<file path="src/verilog/lsr_regs.svh">
// Register offsets, field positions and reset values of the lock status bank
`ifndef LSR_REGS_SVH
`define LSR_REGS_SVH
`define LSR_ADDR_PIN2_SEL 9'h16e
`define LSR_ADDR_FIX_A 9'h171
`define LSR_ADDR_FIX_B 9'h172
`define LSR_ADDR_PWR 9'h173
`define LSR_ADDR_OPT_A 9'h17c
`define LSR_ADDR_OPT_B 9'h17d
`define LSR_ADDR_LOCK1 9'h182
`define LSR_ADDR_LOCK2 9'h183
`define LSR_ADDR_IRQ_STAT 9'h190
`define LSR_ADDR_IRQ_MASK 9'h191
`define LSR_ADDR_LCNT1 9'h192
`define LSR_ADDR_LCNT2 9'h193
`define LSR_RST_PIN2_SEL 8'h16
`define LSR_RST_FIX_A 8'h0a
`define LSR_RST_FIX_B 8'h00
`define LSR_RST_BYTE 8'h00
`define LSR_RST_LCNT 8'h10
`define LSR_BIT_PRE_OFF 6
`define LSR_BIT_LOOP_OFF 5
`define LSR_BIT_LOST 2
`define LSR_BIT_LEVEL 1
`define LSR_BIT_CLEAR 0
`endif

</file>
<file path="src/verilog/lsr_pkg.sv">
// Types shared by the lock status bank
package lsr_pkg;
    typedef enum logic [4:0] {
        LSR_SRC_LOW = 5'h00, LSR_SRC_LOCK1 = 5'h01, LSR_SRC_LOCK2 = 5'h02,
        LSR_SRC_BOTH = 5'h03, LSR_SRC_HOLD = 5'h04, LSR_SRC_DACLK = 5'h05,
        LSR_SRC_RDBK = 5'h07, LSR_SRC_RAIL = 5'h08, LSR_SRC_DLOW = 5'h09,
        LSR_SRC_DHIGH = 5'h0a, LSR_SRC_FB1 = 5'h0b, LSR_SRC_FB1H = 5'h0c,
        LSR_SRC_FB2 = 5'h0d, LSR_SRC_FB2H = 5'h0e, LSR_SRC_RF1 = 5'h0f,
        LSR_SRC_RF1H = 5'h10, LSR_SRC_RF2 = 5'h11, LSR_SRC_RF2H = 5'h12
    } lsr_src_t;
    typedef enum logic [2:0] {
        LSR_DRV_PP = 3'h3, LSR_DRV_PPINV = 3'h4, LSR_DRV_OD = 3'h6
    } lsr_drv_t;
    typedef struct packed {
        logic [4:0] source;
        logic [2:0] drive;
    } lsr_pin_sel_t;
    // Analog-side indications: holdover, dac locked, rail, low, high
    typedef struct packed {
        logic holdover;
        logic dac_locked;
        logic dac_rail;
        logic dac_low;
        logic dac_high;
    } lsr_misc_t;
endpackage

</file>
<file path="src/verilog/lsr_bank.sv">
// Lock status register bank with lock detectors and status pin driver
// What this block does
// - Pin two follows five-bit source selector
// - Drive field picks push-pull, inverted, open-drain
// - Prescaler-off bit powers down second prescaler
// - Loop-off bit powers down whole second loop
// - First lost flag sets on lock fall
// - First level bit reads live lock
// - First clear bit holds lost flag low
// - Second lost flag sets on lock fall
// - Second level bit reads live lock
// - Second clear bit holds lost flag low
// - Lock after count in window, else restart
`timescale 1ns/100ps
`default_nettype none
`include "lsr_regs.svh"

module lsr_lock_det
    import lsr_pkg::*;
(
    // Clock and reset
    input wire logic i_ref_clk,
    input wire logic i_sys_rst,
    // Loop side
    input wire logic i_off,
    input wire logic i_pd_pin,
    input wire logic i_win_pin,
    // Control and status
    input wire logic [7:0] i_lock_cnt,
    input wire logic i_clear,
    output logic o_level,
    output logic o_lost,
    output logic o_event
);
    logic [1:0] pd_sync_reg, pd_sync_next;
    logic [1:0] win_sync_reg, win_sync_next;
    logic pd_prev_reg, pd_prev_next;
    logic [7:0] cnt_reg, cnt_next;
    logic lock_reg, lock_next;
    logic lost_reg, lost_next;
    logic tick, fall;

    always_comb begin
        pd_sync_next = {pd_sync_reg[0], i_pd_pin};
        win_sync_next = {win_sync_reg[0], i_win_pin};
        pd_prev_next = pd_sync_reg[1];
        tick = pd_sync_reg[1] & ~pd_prev_reg;
        cnt_next = cnt_reg;
        lock_next = lock_reg;
        if (i_off) begin
            cnt_next = 8'h00;
            lock_next = 1'b0;
        end else if (tick) begin
            if (!win_sync_reg[1]) begin
                cnt_next = 8'h00;
                lock_next = 1'b0;
            end else if (cnt_reg >= i_lock_cnt) begin
                lock_next = 1'b1;
            end else begin
                cnt_next = cnt_reg + 8'h01;
            end
        end
        fall = lock_reg & ~lock_next;
        // Clear wins here: the flag is held low while the clear bit is set
        if (i_clear) begin
            lost_next = 1'b0;
        end else if (fall) begin
            lost_next = 1'b1;
        end else begin
            lost_next = lost_reg;
        end
    end

    always_ff @(posedge i_ref_clk) begin
        if (i_sys_rst) begin
            pd_sync_reg <= 2'h0;
            win_sync_reg <= 2'h0;
            pd_prev_reg <= 1'b0;
            cnt_reg <= 8'h00;
            lock_reg <= 1'b0;
            lost_reg <= 1'b0;
        end else begin
            pd_sync_reg <= pd_sync_next;
            win_sync_reg <= win_sync_next;
            pd_prev_reg <= pd_prev_next;
            cnt_reg <= cnt_next;
            lock_reg <= lock_next;
            lost_reg <= lost_next;
        end
    end

    assign o_level = lock_reg;
    assign o_lost = lost_reg;
    assign o_event = fall & ~i_clear;

    a_lock_restart: assert property (@(posedge i_ref_clk) disable iff (i_sys_rst)
        (tick && !win_sync_reg[1]) |=> (cnt_reg == 8'h00) && !lock_reg)
        else $error("lock count did not restart outside window");
endmodule // lsr_lock_det

module lsr_bank
    import lsr_pkg::*;
(
    // Clock and reset
    input wire logic i_ref_clk,
    input wire logic i_sys_rst,
    // Register port
    input wire logic [8:0] i_addr,
    input wire logic [7:0] i_wdata,
    input wire logic i_wr,
    input wire logic i_rd,
    output logic [7:0] o_rdata,
    output logic o_irq,
    // Loop indications from pins
    input wire logic [1:0] i_pd_pin,
    input wire logic [1:0] i_win_pin,
    input wire lsr_misc_t i_misc,
    input wire logic [3:0] i_div_obs,
    input wire logic i_readback_bit,
    // Status pin two and power controls
    output logic o_pin2_out,
    output logic o_pin2_oe,
    output logic o_prescaler_off,
    output logic o_loop2_off
);
    lsr_pin_sel_t sel_reg, sel_next;
    logic [7:0] fix_a_reg, fix_a_next, fix_b_reg, fix_b_next;
    logic [7:0] opt_a_reg, opt_a_next, opt_b_reg, opt_b_next;
    logic [7:0] lcnt1_reg, lcnt1_next, lcnt2_reg, lcnt2_next;
    logic pre_reg, pre_next, off_reg, off_next;
    logic clr1_reg, clr1_next, clr2_reg, clr2_next;
    logic [1:0] stat_reg, stat_next, mask_reg, mask_next;
    logic [7:0] rdata_reg, rdata_next;
    logic irq_reg, irq_next;
    lsr_misc_t misc_s1_reg, misc_s2_reg;
    logic [3:0] obs_s1_reg, obs_s2_reg, obs_prev_reg, half_reg, half_next;
    logic pin_reg, pin_next, oe_reg, oe_next;
    logic lvl1, lvl2, lost1, lost2, ev1, ev2, src_val;

    lsr_lock_det u_det1 (
        .i_ref_clk(i_ref_clk), .i_sys_rst(i_sys_rst), .i_off(1'b0),
        .i_pd_pin(i_pd_pin[0]), .i_win_pin(i_win_pin[0]),
        .i_lock_cnt(lcnt1_reg), .i_clear(clr1_reg),
        .o_level(lvl1), .o_lost(lost1), .o_event(ev1)
    );
    lsr_lock_det u_det2 (
        .i_ref_clk(i_ref_clk), .i_sys_rst(i_sys_rst), .i_off(off_reg),
        .i_pd_pin(i_pd_pin[1]), .i_win_pin(i_win_pin[1]),
        .i_lock_cnt(lcnt2_reg), .i_clear(clr2_reg),
        .o_level(lvl2), .o_lost(lost2), .o_event(ev2)
    );

    // ******************************
    // Register writes and reads
    // ******************************
    always_comb begin
        sel_next = sel_reg;
        fix_a_next = fix_a_reg;
        fix_b_next = fix_b_reg;
        opt_a_next = opt_a_reg;
        opt_b_next = opt_b_reg;
        lcnt1_next = lcnt1_reg;
        lcnt2_next = lcnt2_reg;
        pre_next = pre_reg;
        off_next = off_reg;
        clr1_next = clr1_reg;
        clr2_next = clr2_reg;
        mask_next = mask_reg;
        stat_next = stat_reg;
        rdata_next = 8'h00;
        if (i_wr) begin
            case (i_addr)
                `LSR_ADDR_PIN2_SEL: sel_next = i_wdata;
                `LSR_ADDR_FIX_A: fix_a_next = i_wdata;
                `LSR_ADDR_FIX_B: fix_b_next = i_wdata;
                `LSR_ADDR_OPT_A: opt_a_next = i_wdata;
                `LSR_ADDR_OPT_B: opt_b_next = i_wdata;
                `LSR_ADDR_LCNT1: lcnt1_next = i_wdata;
                `LSR_ADDR_LCNT2: lcnt2_next = i_wdata;
                `LSR_ADDR_PWR: begin
                    pre_next = i_wdata[`LSR_BIT_PRE_OFF];
                    off_next = i_wdata[`LSR_BIT_LOOP_OFF];
                end
                `LSR_ADDR_LOCK1: clr1_next = i_wdata[`LSR_BIT_CLEAR];
                `LSR_ADDR_LOCK2: clr2_next = i_wdata[`LSR_BIT_CLEAR];
                `LSR_ADDR_IRQ_MASK: mask_next = i_wdata[1:0];
                `LSR_ADDR_IRQ_STAT: stat_next = stat_reg & ~i_wdata[1:0];
                default: ;
            endcase
        end
        // A new event wins over a write-one clear in the same cycle
        stat_next = stat_next | {ev2, ev1};
        irq_next = |(stat_next & mask_next);
        if (i_rd) begin
            case (i_addr)
                `LSR_ADDR_PIN2_SEL: rdata_next = sel_reg;
                `LSR_ADDR_FIX_A: rdata_next = fix_a_reg;
                `LSR_ADDR_FIX_B: rdata_next = fix_b_reg;
                `LSR_ADDR_OPT_A: rdata_next = opt_a_reg;
                `LSR_ADDR_OPT_B: rdata_next = opt_b_reg;
                `LSR_ADDR_LCNT1: rdata_next = lcnt1_reg;
                `LSR_ADDR_LCNT2: rdata_next = lcnt2_reg;
                `LSR_ADDR_PWR: rdata_next = {1'b0, pre_reg, off_reg, 5'h00};
                `LSR_ADDR_LOCK1: rdata_next = {5'h00, lost1, lvl1, clr1_reg};
                `LSR_ADDR_LOCK2: rdata_next = {5'h00, lost2, lvl2, clr2_reg};
                `LSR_ADDR_IRQ_STAT: rdata_next = {6'h00, stat_reg};
                `LSR_ADDR_IRQ_MASK: rdata_next = {6'h00, mask_reg};
                default: rdata_next = 8'h00;
            endcase
        end
    end

    always_ff @(posedge i_ref_clk) begin
        if (i_sys_rst) begin
            sel_reg <= `LSR_RST_PIN2_SEL;
            fix_a_reg <= `LSR_RST_FIX_A;
            fix_b_reg <= `LSR_RST_FIX_B;
            opt_a_reg <= `LSR_RST_BYTE;
            opt_b_reg <= `LSR_RST_BYTE;
            lcnt1_reg <= `LSR_RST_LCNT;
            lcnt2_reg <= `LSR_RST_LCNT;
            pre_reg <= 1'b0;
            off_reg <= 1'b0;
            clr1_reg <= 1'b0;
            clr2_reg <= 1'b0;
            mask_reg <= 2'h0;
            stat_reg <= 2'h0;
            rdata_reg <= 8'h00;
            irq_reg <= 1'b0;
        end else begin
            sel_reg <= sel_next;
            fix_a_reg <= fix_a_next;
            fix_b_reg <= fix_b_next;
            opt_a_reg <= opt_a_next;
            opt_b_reg <= opt_b_next;
            lcnt1_reg <= lcnt1_next;
            lcnt2_reg <= lcnt2_next;
            pre_reg <= pre_next;
            off_reg <= off_next;
            clr1_reg <= clr1_next;
            clr2_reg <= clr2_next;
            mask_reg <= mask_next;
            stat_reg <= stat_next;
            rdata_reg <= rdata_next;
            irq_reg <= irq_next;
        end
    end

    // ******************************
    // Status pin two
    // ******************************
    always_comb begin
        half_next = half_reg ^ (obs_s2_reg & ~obs_prev_reg);
        case (lsr_src_t'(sel_reg.source))
            LSR_SRC_LOCK1: src_val = lvl1;
            LSR_SRC_LOCK2: src_val = lvl2;
            LSR_SRC_BOTH: src_val = lvl1 & lvl2;
            LSR_SRC_HOLD: src_val = misc_s2_reg.holdover;
            LSR_SRC_DACLK: src_val = misc_s2_reg.dac_locked;
            LSR_SRC_RDBK: src_val = i_readback_bit;
            LSR_SRC_RAIL: src_val = misc_s2_reg.dac_rail;
            LSR_SRC_DLOW: src_val = misc_s2_reg.dac_low;
            LSR_SRC_DHIGH: src_val = misc_s2_reg.dac_high;
            LSR_SRC_FB1: src_val = obs_s2_reg[0];
            LSR_SRC_FB1H: src_val = half_reg[0];
            LSR_SRC_FB2: src_val = obs_s2_reg[1];
            LSR_SRC_FB2H: src_val = half_reg[1];
            LSR_SRC_RF1: src_val = obs_s2_reg[2];
            LSR_SRC_RF1H: src_val = half_reg[2];
            LSR_SRC_RF2: src_val = obs_s2_reg[3];
            LSR_SRC_RF2H: src_val = half_reg[3];
            default: src_val = 1'b0;
        endcase
        // Reserved drive codes leave the pin undriven
        case (lsr_drv_t'(sel_reg.drive))
            LSR_DRV_PP: begin
                pin_next = src_val;
                oe_next = 1'b1;
            end
            LSR_DRV_PPINV: begin
                pin_next = ~src_val;
                oe_next = 1'b1;
            end
            LSR_DRV_OD: begin
                pin_next = 1'b0;
                oe_next = ~src_val;
            end
            default: begin
                pin_next = 1'b0;
                oe_next = 1'b0;
            end
        endcase
    end

    always_ff @(posedge i_ref_clk) begin
        if (i_sys_rst) begin
            misc_s1_reg <= '0;
            misc_s2_reg <= '0;
            obs_s1_reg <= 4'h0;
            obs_s2_reg <= 4'h0;
            obs_prev_reg <= 4'h0;
            half_reg <= 4'h0;
            pin_reg <= 1'b0;
            oe_reg <= 1'b0;
        end else begin
            misc_s1_reg <= i_misc;
            misc_s2_reg <= misc_s1_reg;
            obs_s1_reg <= i_div_obs;
            obs_s2_reg <= obs_s1_reg;
            obs_prev_reg <= obs_s2_reg;
            half_reg <= half_next;
            pin_reg <= pin_next;
            oe_reg <= oe_next;
        end
    end

    assign o_rdata = rdata_reg;
    assign o_irq = irq_reg;
    assign o_pin2_out = pin_reg;
    assign o_pin2_oe = oe_reg;
    assign o_prescaler_off = pre_reg;
    assign o_loop2_off = off_reg;

    // ******************************
    // Checks
    // ******************************
    a_lost1_set: assert property (@(posedge i_ref_clk) disable iff (i_sys_rst)
        ($fell(lvl1) && !$past(clr1_reg)) |-> lost1)
        else $error("first lost flag missed a lock fall");
    a_lost2_set: assert property (@(posedge i_ref_clk) disable iff (i_sys_rst)
        ($fell(lvl2) && !$past(clr2_reg)) |-> lost2)
        else $error("second lost flag missed a lock fall");
    a_clear1_hold: assert property (@(posedge i_ref_clk) disable iff (i_sys_rst)
        clr1_reg |=> !lost1)
        else $error("first lost flag set while clear held");
    a_clear2_hold: assert property (@(posedge i_ref_clk) disable iff (i_sys_rst)
        clr2_reg |=> !lost2)
        else $error("second lost flag set while clear held");
    a_level1_read: assert property (@(posedge i_ref_clk) disable iff (i_sys_rst)
        (i_rd && i_addr == `LSR_ADDR_LOCK1) |=> o_rdata[1] == $past(lvl1))
        else $error("first level readback wrong");
    a_level2_read: assert property (@(posedge i_ref_clk) disable iff (i_sys_rst)
        (i_rd && i_addr == `LSR_ADDR_LOCK2) |=> o_rdata[2:1] == $past({lost2, lvl2}))
        else $error("second status readback wrong");
    a_pin_both: assert property (@(posedge i_ref_clk) disable iff (i_sys_rst)
        (sel_reg == 8'h1b) |=> o_pin2_out == $past(lvl1 & lvl2) && o_pin2_oe)
        else $error("combined lock not the AND");
    a_pin_low: assert property (@(posedge i_ref_clk) disable iff (i_sys_rst)
        (sel_reg == 8'h03) |=> !o_pin2_out && o_pin2_oe)
        else $error("logic low selection drove high");
    a_drive_od: assert property (@(posedge i_ref_clk) disable iff (i_sys_rst)
        (sel_reg.drive == 3'h6) |=> !o_pin2_out && o_pin2_oe == !$past(src_val))
        else $error("open drain drive wrong");
    a_power_bits: assert property (@(posedge i_ref_clk) disable iff (i_sys_rst)
        (i_wr && i_addr == `LSR_ADDR_PWR) |=>
        {o_prescaler_off, o_loop2_off} == $past(i_wdata[6:5]))
        else $error("power bits not taken");
    a_loop_off: assert property (@(posedge i_ref_clk) disable iff (i_sys_rst)
        o_loop2_off |=> !lvl2)
        else $error("second loop locked while powered down");
    a_rsvd_zero: assert property (@(posedge i_ref_clk) disable iff (i_sys_rst)
        (i_rd && (i_addr == `LSR_ADDR_LOCK1 || i_addr == `LSR_ADDR_PWR))
        |=> o_rdata[7] == 1'b0 && (o_rdata[4:3] == 2'h0))
        else $error("reserved bits read nonzero");
    c_lost1: cover property (@(posedge i_ref_clk) $rose(lost1));
    c_lock2: cover property (@(posedge i_ref_clk) $rose(lvl2));
    c_irq: cover property (@(posedge i_ref_clk) $rose(o_irq));
    c_od: cover property (@(posedge i_ref_clk) sel_reg.drive == 3'h6 && !o_pin2_oe);
endmodule // lsr_bank
`default_nettype wire

</file>
<file path="config.mk">
export PLATFORM = sky130hd
export DESIGN_NAME = lsr_bank
export DESIGN_NICKNAME = d
export VERILOG_FILES = /design/src/verilog/lsr_pkg.sv /design/src/verilog/lsr_bank.sv
export VERILOG_INCLUDE_DIRS = /design/src /design/src/verilog
export SDC_FILE = /design/constraint.sdc
export NUM_CORES = 1
export LEC_CHECK = 0
export ABC_CLOCK_PERIOD_IN_PS = 2100
export BUFFER_PORTS_ARGS = -buffer_cell sky130_fd_sc_hd__buf_4
export CAP_MARGIN = 20
export CORE_MARGIN = 10
export CORE_UTILIZATION = 54
export CTS_CLUSTER_SIZE = 24
export DETAILED_ROUTE_END_ITERATION = 10
export GPL_TIMING_DRIVEN = 0
export PLACE_DENSITY_LB_ADDON = 0.15
export SLEW_MARGIN = 20
export SYNTH_ARGS = -nofsm -noshare
export SYNTH_HDL_FRONTEND = slang
export SYNTH_SLANG_ARGS = --single-unit
</file>
<file path="constraint.sdc">
create_clock -name i_ref_clk -period 2.1 [get_ports i_ref_clk]
set_input_delay 0.105 -clock i_ref_clk [delete_from_list [all_inputs] [get_ports i_ref_clk]]
set_output_delay 0.105 -clock i_ref_clk [all_outputs]
set_load 0.02 [all_outputs]
</file>
# Word-level counts from Yosys, hierarchy flattened
# Cells that the tools add are included.
dict set report totals {
  input_bits 35
  out_inout_bits 13
  word_cells 141
  regBits 131
}
dict set report classes {
  bitwise 22
  addsub 2
  eq_ne 34
  reduce_logical 18
  muxes 19
  order_cmp 2
}
# cell count
set ops {}
lappend ops {{9-bit == test (second input constant)} 12}
lappend ops {{8-bit one-hot mux with 12 select lines} 1}
lappend ops {{5-bit by 4-bit == test with 1-bit output (second input constant)} 8}
lappend ops {{8-bit two-way mux} 4}
lappend ops {{2-bit AND reduction} 12}
lappend ops {{1-bit one-hot mux with 17 select lines} 1}
lappend ops {{8-bit by 1-bit adder with 8-bit output (second input constant)} 2}
lappend ops {{8-bit greater-or-equal comparator} 2}
lappend ops {{5-bit by 3-bit == test with 1-bit output (second input constant)} 3}
lappend ops {{5-bit == test (second input constant)} 3}
lappend ops {{2-bit OR reduction} 6}
lappend ops {{5-bit by 2-bit == test with 1-bit output (second input constant)} 2}
lappend ops {{2-bit two-way mux} 4}
lappend ops {{1-bit NOT} 8}
lappend ops {{1-bit AND} 7}
lappend ops {{1-bit two-way mux} 7}
lappend ops {{3-bit == test (second input constant)} 2}
lappend ops {{5-bit by 1-bit == test with 1-bit output (second input constant)} 1}
lappend ops {{2-bit AND} 2}
lappend ops {{4-bit AND} 1}
lappend ops {{2-bit != test (second input constant)} 2}
lappend ops {{4-bit NOT} 1}
lappend ops {{1-bit one-hot mux with 2 select lines} 2}
lappend ops {{4-bit XOR} 1}
lappend ops {{other kinds (3)} 3}

# Depth between registers and ports, before layout
dict set report depth {
  ltp_word 11
  ltp_mapped 8
  depth_no_buf 7
}

# Hierarchy
# From an unflattened synthesis, not the netlist that was laid out.
dict set report hier_totals {
  cells_unflattened 675
  hier_area_um2 6073.3
}
# module cells_each seq_area_each_um2 area_each_um2 n_inst
set by_module_without_submodules {}
lappend by_module_without_submodules {lsr_bank 487 2021.9 4386.7 1}
lappend by_module_without_submodules {lsr_lock_det 94 300.3 843.3 2}

# Worst setup path before layout
# No wires, ideal clock.
dict set report synth_path {
  path_type {register -> register}
  from {reg u_det2.cnt_reg[0]}
  to {reg u_det2.cnt_reg[7]}
  arrival_ns 2.237
  path_buffers 1
  stages_incl_launch_ff 9
  setup_ns 0.060
  required_time_ns 2.040
  period_less_slack_ns 2.296
  path_slack_ns -0.196
  cell_sequence {dfxtp_1 > inv_1 > ha_1 > nand2b_4 > a2111o_1 > a311o_1 > buf_6 > or4_1 > nand2_1}
}
dict set report synth_between {
  elab_chain_cells 3
  word_cells_on_any_way 6
}
# item line
set synth_lines {}
lappend synth_lines {{from (decl)} lsr_bank.sv:38} ;# logic [7:0] cnt_reg, cnt_next;
lappend synth_lines {{from (signal assigned)} lsr_bank.sv:86} ;# cnt_reg <= cnt_next;
lappend synth_lines {{8-bit by 1-bit adder with 8-bit output or 8-bit greater-or-equal comparator (tied branches)} {lsr_bank.sv:60, lsr_bank.sv:57}}
lappend synth_lines {{8-bit two-way mux or 2-bit != test (tied branches)} --}
lappend synth_lines {{8-bit two-way mux or 2-bit AND reduction (tied branches)} --}
# Parallel ways exist; a longest one is shown, timed or not. The select of a mux whose other input is x is not followed.
# A chain may end at the register's enable or synchronous reset.

# Worst setup path in the final report
# Ends and elaborated chain as after synthesis.

==> flow_metrics.tcl <==
set metrics [dict create \
    worstMarginPinSlew_ns 0.9102 \
    drc 0 \
    avgSynthCellArea_um2 8.896 \
    hold_viol 0 \
    ir_worst_vdd_v 0.0007080 \
    wire_per_inst_um 19.40 \
    place_hpwl_mm 11.80 \
    synth_common_cells "dfxtp_1, nand2_1, a21oi_1" \
    grt_util_met2_pct 37.78 \
    synth_seq_cells 131 \
    clkTransAtPathRegs_ns 0.06 \
    swShare_pct 22.12 \
    core_um2 10420 \
    hold_depth 3 \
    regArea_um2 2639 \
    syn-cell-area_um2 5844 \
    post-route-min-period_ns 2.141 \
    ys_async_sr_fraction_pct 0 \
    p_switching_mw 1.276 \
    gp_congestion 0.9663 \
    grt-ovfl-total 0 \
    cts_tree "built" \
    portBuffers 44 \
    grt_use_met3_pct 5.837 \
    routed_via_density 6.109 \
    place_inst 837 \
    relSlewSlack_pct 38.86 \
    yosysTopAreaCell "dfxtp_1" \
    stdcell_count 905 \
    n_antenna_cell 0 \
    max_stage_delay_ns 0.41 \
    critPathRequiredTime_ns 2.58 \
    cap_violations 0 \
    multiInputGateArea_um2 3138 \
    synth_edf_count 0 \
    cts_inserted_buffers 17 \
    first_iter_violations 623 \
    die_h_um 124.0 \
    dieWidth_um 124.0 \
    clockBufferDepth 2 \
    start_kind "flip-flop" \
    initial_utilization_pct 56.11 \
    grt_use_met1_pct 27.46 \
    reg2reg_slack_ns -0.04 \
    layout-area-overhead-vs-synth_pct 27.38 \
    busiest_layer "met2" \
    finalCritPeriodShare_pct 102.0 \
    synth_area_leaders "dfxtp_1, nand2_1, a21oi_1, mux2i_1, nor2b_1" \
    yosysWarnings 0 \
    cp_slowest_cell "or4_1" \
    reg2reg_depth 8 \
    crit_path_cell_trace "inv_4 -> ha_4 -> nand2b_4 -> a2111o_1 -> a311o_1 -> buf_6 -> or4_1 -> nand2_1" \
    wl_mm 17.56 \
    synth.most_common_cell "dfxtp_1" \
    grt_pass1_wl_mm 27.39 \
    fmax_ghz 0.4670 \
    grt_max_degree 17 \
    synth_top_cell_area_share_pct 44.87 \
    clock_latency_ns 0.54 \
    powerDensity_nw_per_um2 775.1 \
    postSynthCellCount 657 \
    rr_startpoint "u_det2.cnt_reg[0]" \
    crit_fanout 5 \
    pwr-share-seq_pct 43.9 \
    r2r-end "u_det2.cnt_reg[7]" \
    vias 5529 \
    setup_ws_ns -0.04134 \
    syn-num-nets 710 \
    num-fill-cells 764 \
    synth_cell_type_count 62 \
    utilization_pct 71.47 \
    clock-sinks 131 \
    dr.pass1.iters 6 \
    min_from "i_wdata[6]" \
    p_clk_share_pct 50.8 \
    grt_usage_pct 22.81 \
    antenna_found_initial 0 \
    antenna_left 0 \
    dieArea_um2 15380 \
    end_kind "flip-flop" \
    violations "setup timing" \
    setup_viol 4 \
    min_path_type "primary input to flip-flop" \
    leakage_nw 2.761 \
    drive_gt1_share_pct 18.73 \
    synthFlopType "dfxtp_1" \
    nets 809 \
    drv_slew 0 \
    core.rowCount 37 \
    seq_area_frac_synth_pct 44.87 \
    ios 48 \
    holdPathEnd "opt_b_reg[6]" \
    outcome "complete, but fails checks" \
    crit_type "flip-flop to flip-flop" \
    p_int_mw 4.494 \
    htree_levels 4 \
    pwr-share-comb_pct 5.3 \
    first_global_vias 5323 \
    worstPathArrival_ns 2.62 \
    skew_ns 0.009302 \
    root_buffer "clkbuf_8" \
    rsz0062_at_grt "yes" \
]
## placed cells by master (no fill, tap or decap), types with 5 or more instances in the layout
cell type	synthesis	layout
dlygate4sd3_1	0	20
dfxtp_2	0	7
o21ai_0	16	15
nand3_1	32	32
clkbuf_1	27	29
buf_4	0	59
and2_1	9	8
nor3_1	8	8
a31oi_1	6	6
nor2_1	41	40
a22oi_1	16	16
xnor2_1	5	5
nand4_1	7	7
nor2b_1	39	38
or3_1	9	8
buf_2	6	7
clkbuf_8	0	6
nand3b_1	9	9
a21oi_1	56	52
clkbuf_16	0	16
nand2_1	79	79
dfxtp_1	131	122
mux2_2	5	5
and3_1	6	6
ha_1	18	15
inv_1	26	25
mux2i_1	27	27
## through the flow
stage / setup slack (ns) / area (um2) / power [mW] / hold WS (ns) / TNS, ns
floorplan: 0.01659 / 5846 / 2.718 / 0.2291 / 0
global placement: -0.1573 / 6346 / 2.838 / 0.3154 / -1.018
detailed placement: -0.2299 / 6346 / 2.846 / 0.3201 / -1.801
CTS: -0.02118 / 7331 / 5.765 / 0.02979 / -0.02559
global route: -0.1202 / 7445 / 5.903 / 0.04583 / -0.5004
finish: -0.04134 / 7445 / 5.770 / 0.05539 / -0.07846
## power by group through the flow
stage          combinational (mW)  clock [mW]  sequential [mW]
2_1_floorplan               0.132           0             2.59
3_3_place_gp                0.250           0             2.59
3_5_place_dp                0.255           0             2.59
4_1_cts                     0.291        2.94             2.53
5_1_grt                     0.327        3.04             2.54
6_report                    0.306        2.93             2.54
## worst max-delay path: cells and delay by family (launching register included)
kind | cells | cell delay [ns]
fa+ha+maj | 1 | 0.19
simple gates | 3 | 0.61
compound gates | 2 | 0.74
buf+inv | 2 | 0.19
flops | 1 | 0.36
## cell families after synthesis
kind of cell	count (synthesis)	share of synthesized area (%)
xor gates and xnor gates	5	0.7493
adders and majority gates	18	3.854
AOI/OAI and AO/OA	140	15.74
DFF	131	44.87
and+or+nand+nor	265	24.06
buffers and inverters	64	4.367
muxes	34	6.358
## cell type report
class / instances / share of cell area (%)
Clock buffer: 24 / 6.588
Clock inverter: 8 / 1.328
Buffer: 38 / 2.151
Sequential cell: 131 / 35.45
Inverter: 26 / 1.345
Multi-Input combinational cell: 462 / 42.15
Timing Repair Buffer: 80 / 8.706
Tap cell: 136 / 2.286
## layer usage
metal  wire length [um]  up-vias
met5                  0        -
met4                512        0
met3               1441       45
met2               8400      274
met1               7202     2664
li1                   -     2546
## worst max path at each step
stage | end | slack, ns | startpoint
floorplan | u_det2.cnt_reg[2] | 0.02 | u_det2.cnt_reg[0]
global placement | u_det1.cnt_reg[6] | -0.16 | lcnt1_reg[5]
detailed placement | u_det1.cnt_reg[6] | -0.23 | lcnt1_reg[5]
CTS | u_det2.cnt_reg[7] | -0.02 | u_det2.cnt_reg[0]
global route | u_det2.cnt_reg[2] | -0.12 | u_det2.cnt_reg[0]
finish | u_det2.cnt_reg[7] | -0.04 | u_det2.cnt_reg[0]
## timing repair
item	in CTS	in global routing
hold buffers	20	0
setup endpoints to repair	12	36
pin swaps	10	17
resized for setup	22	17
gates cloned	1	0
setup buffers	10	5
endpoints found under the hold margin	47	0
(Power assumes the default switching activity.)
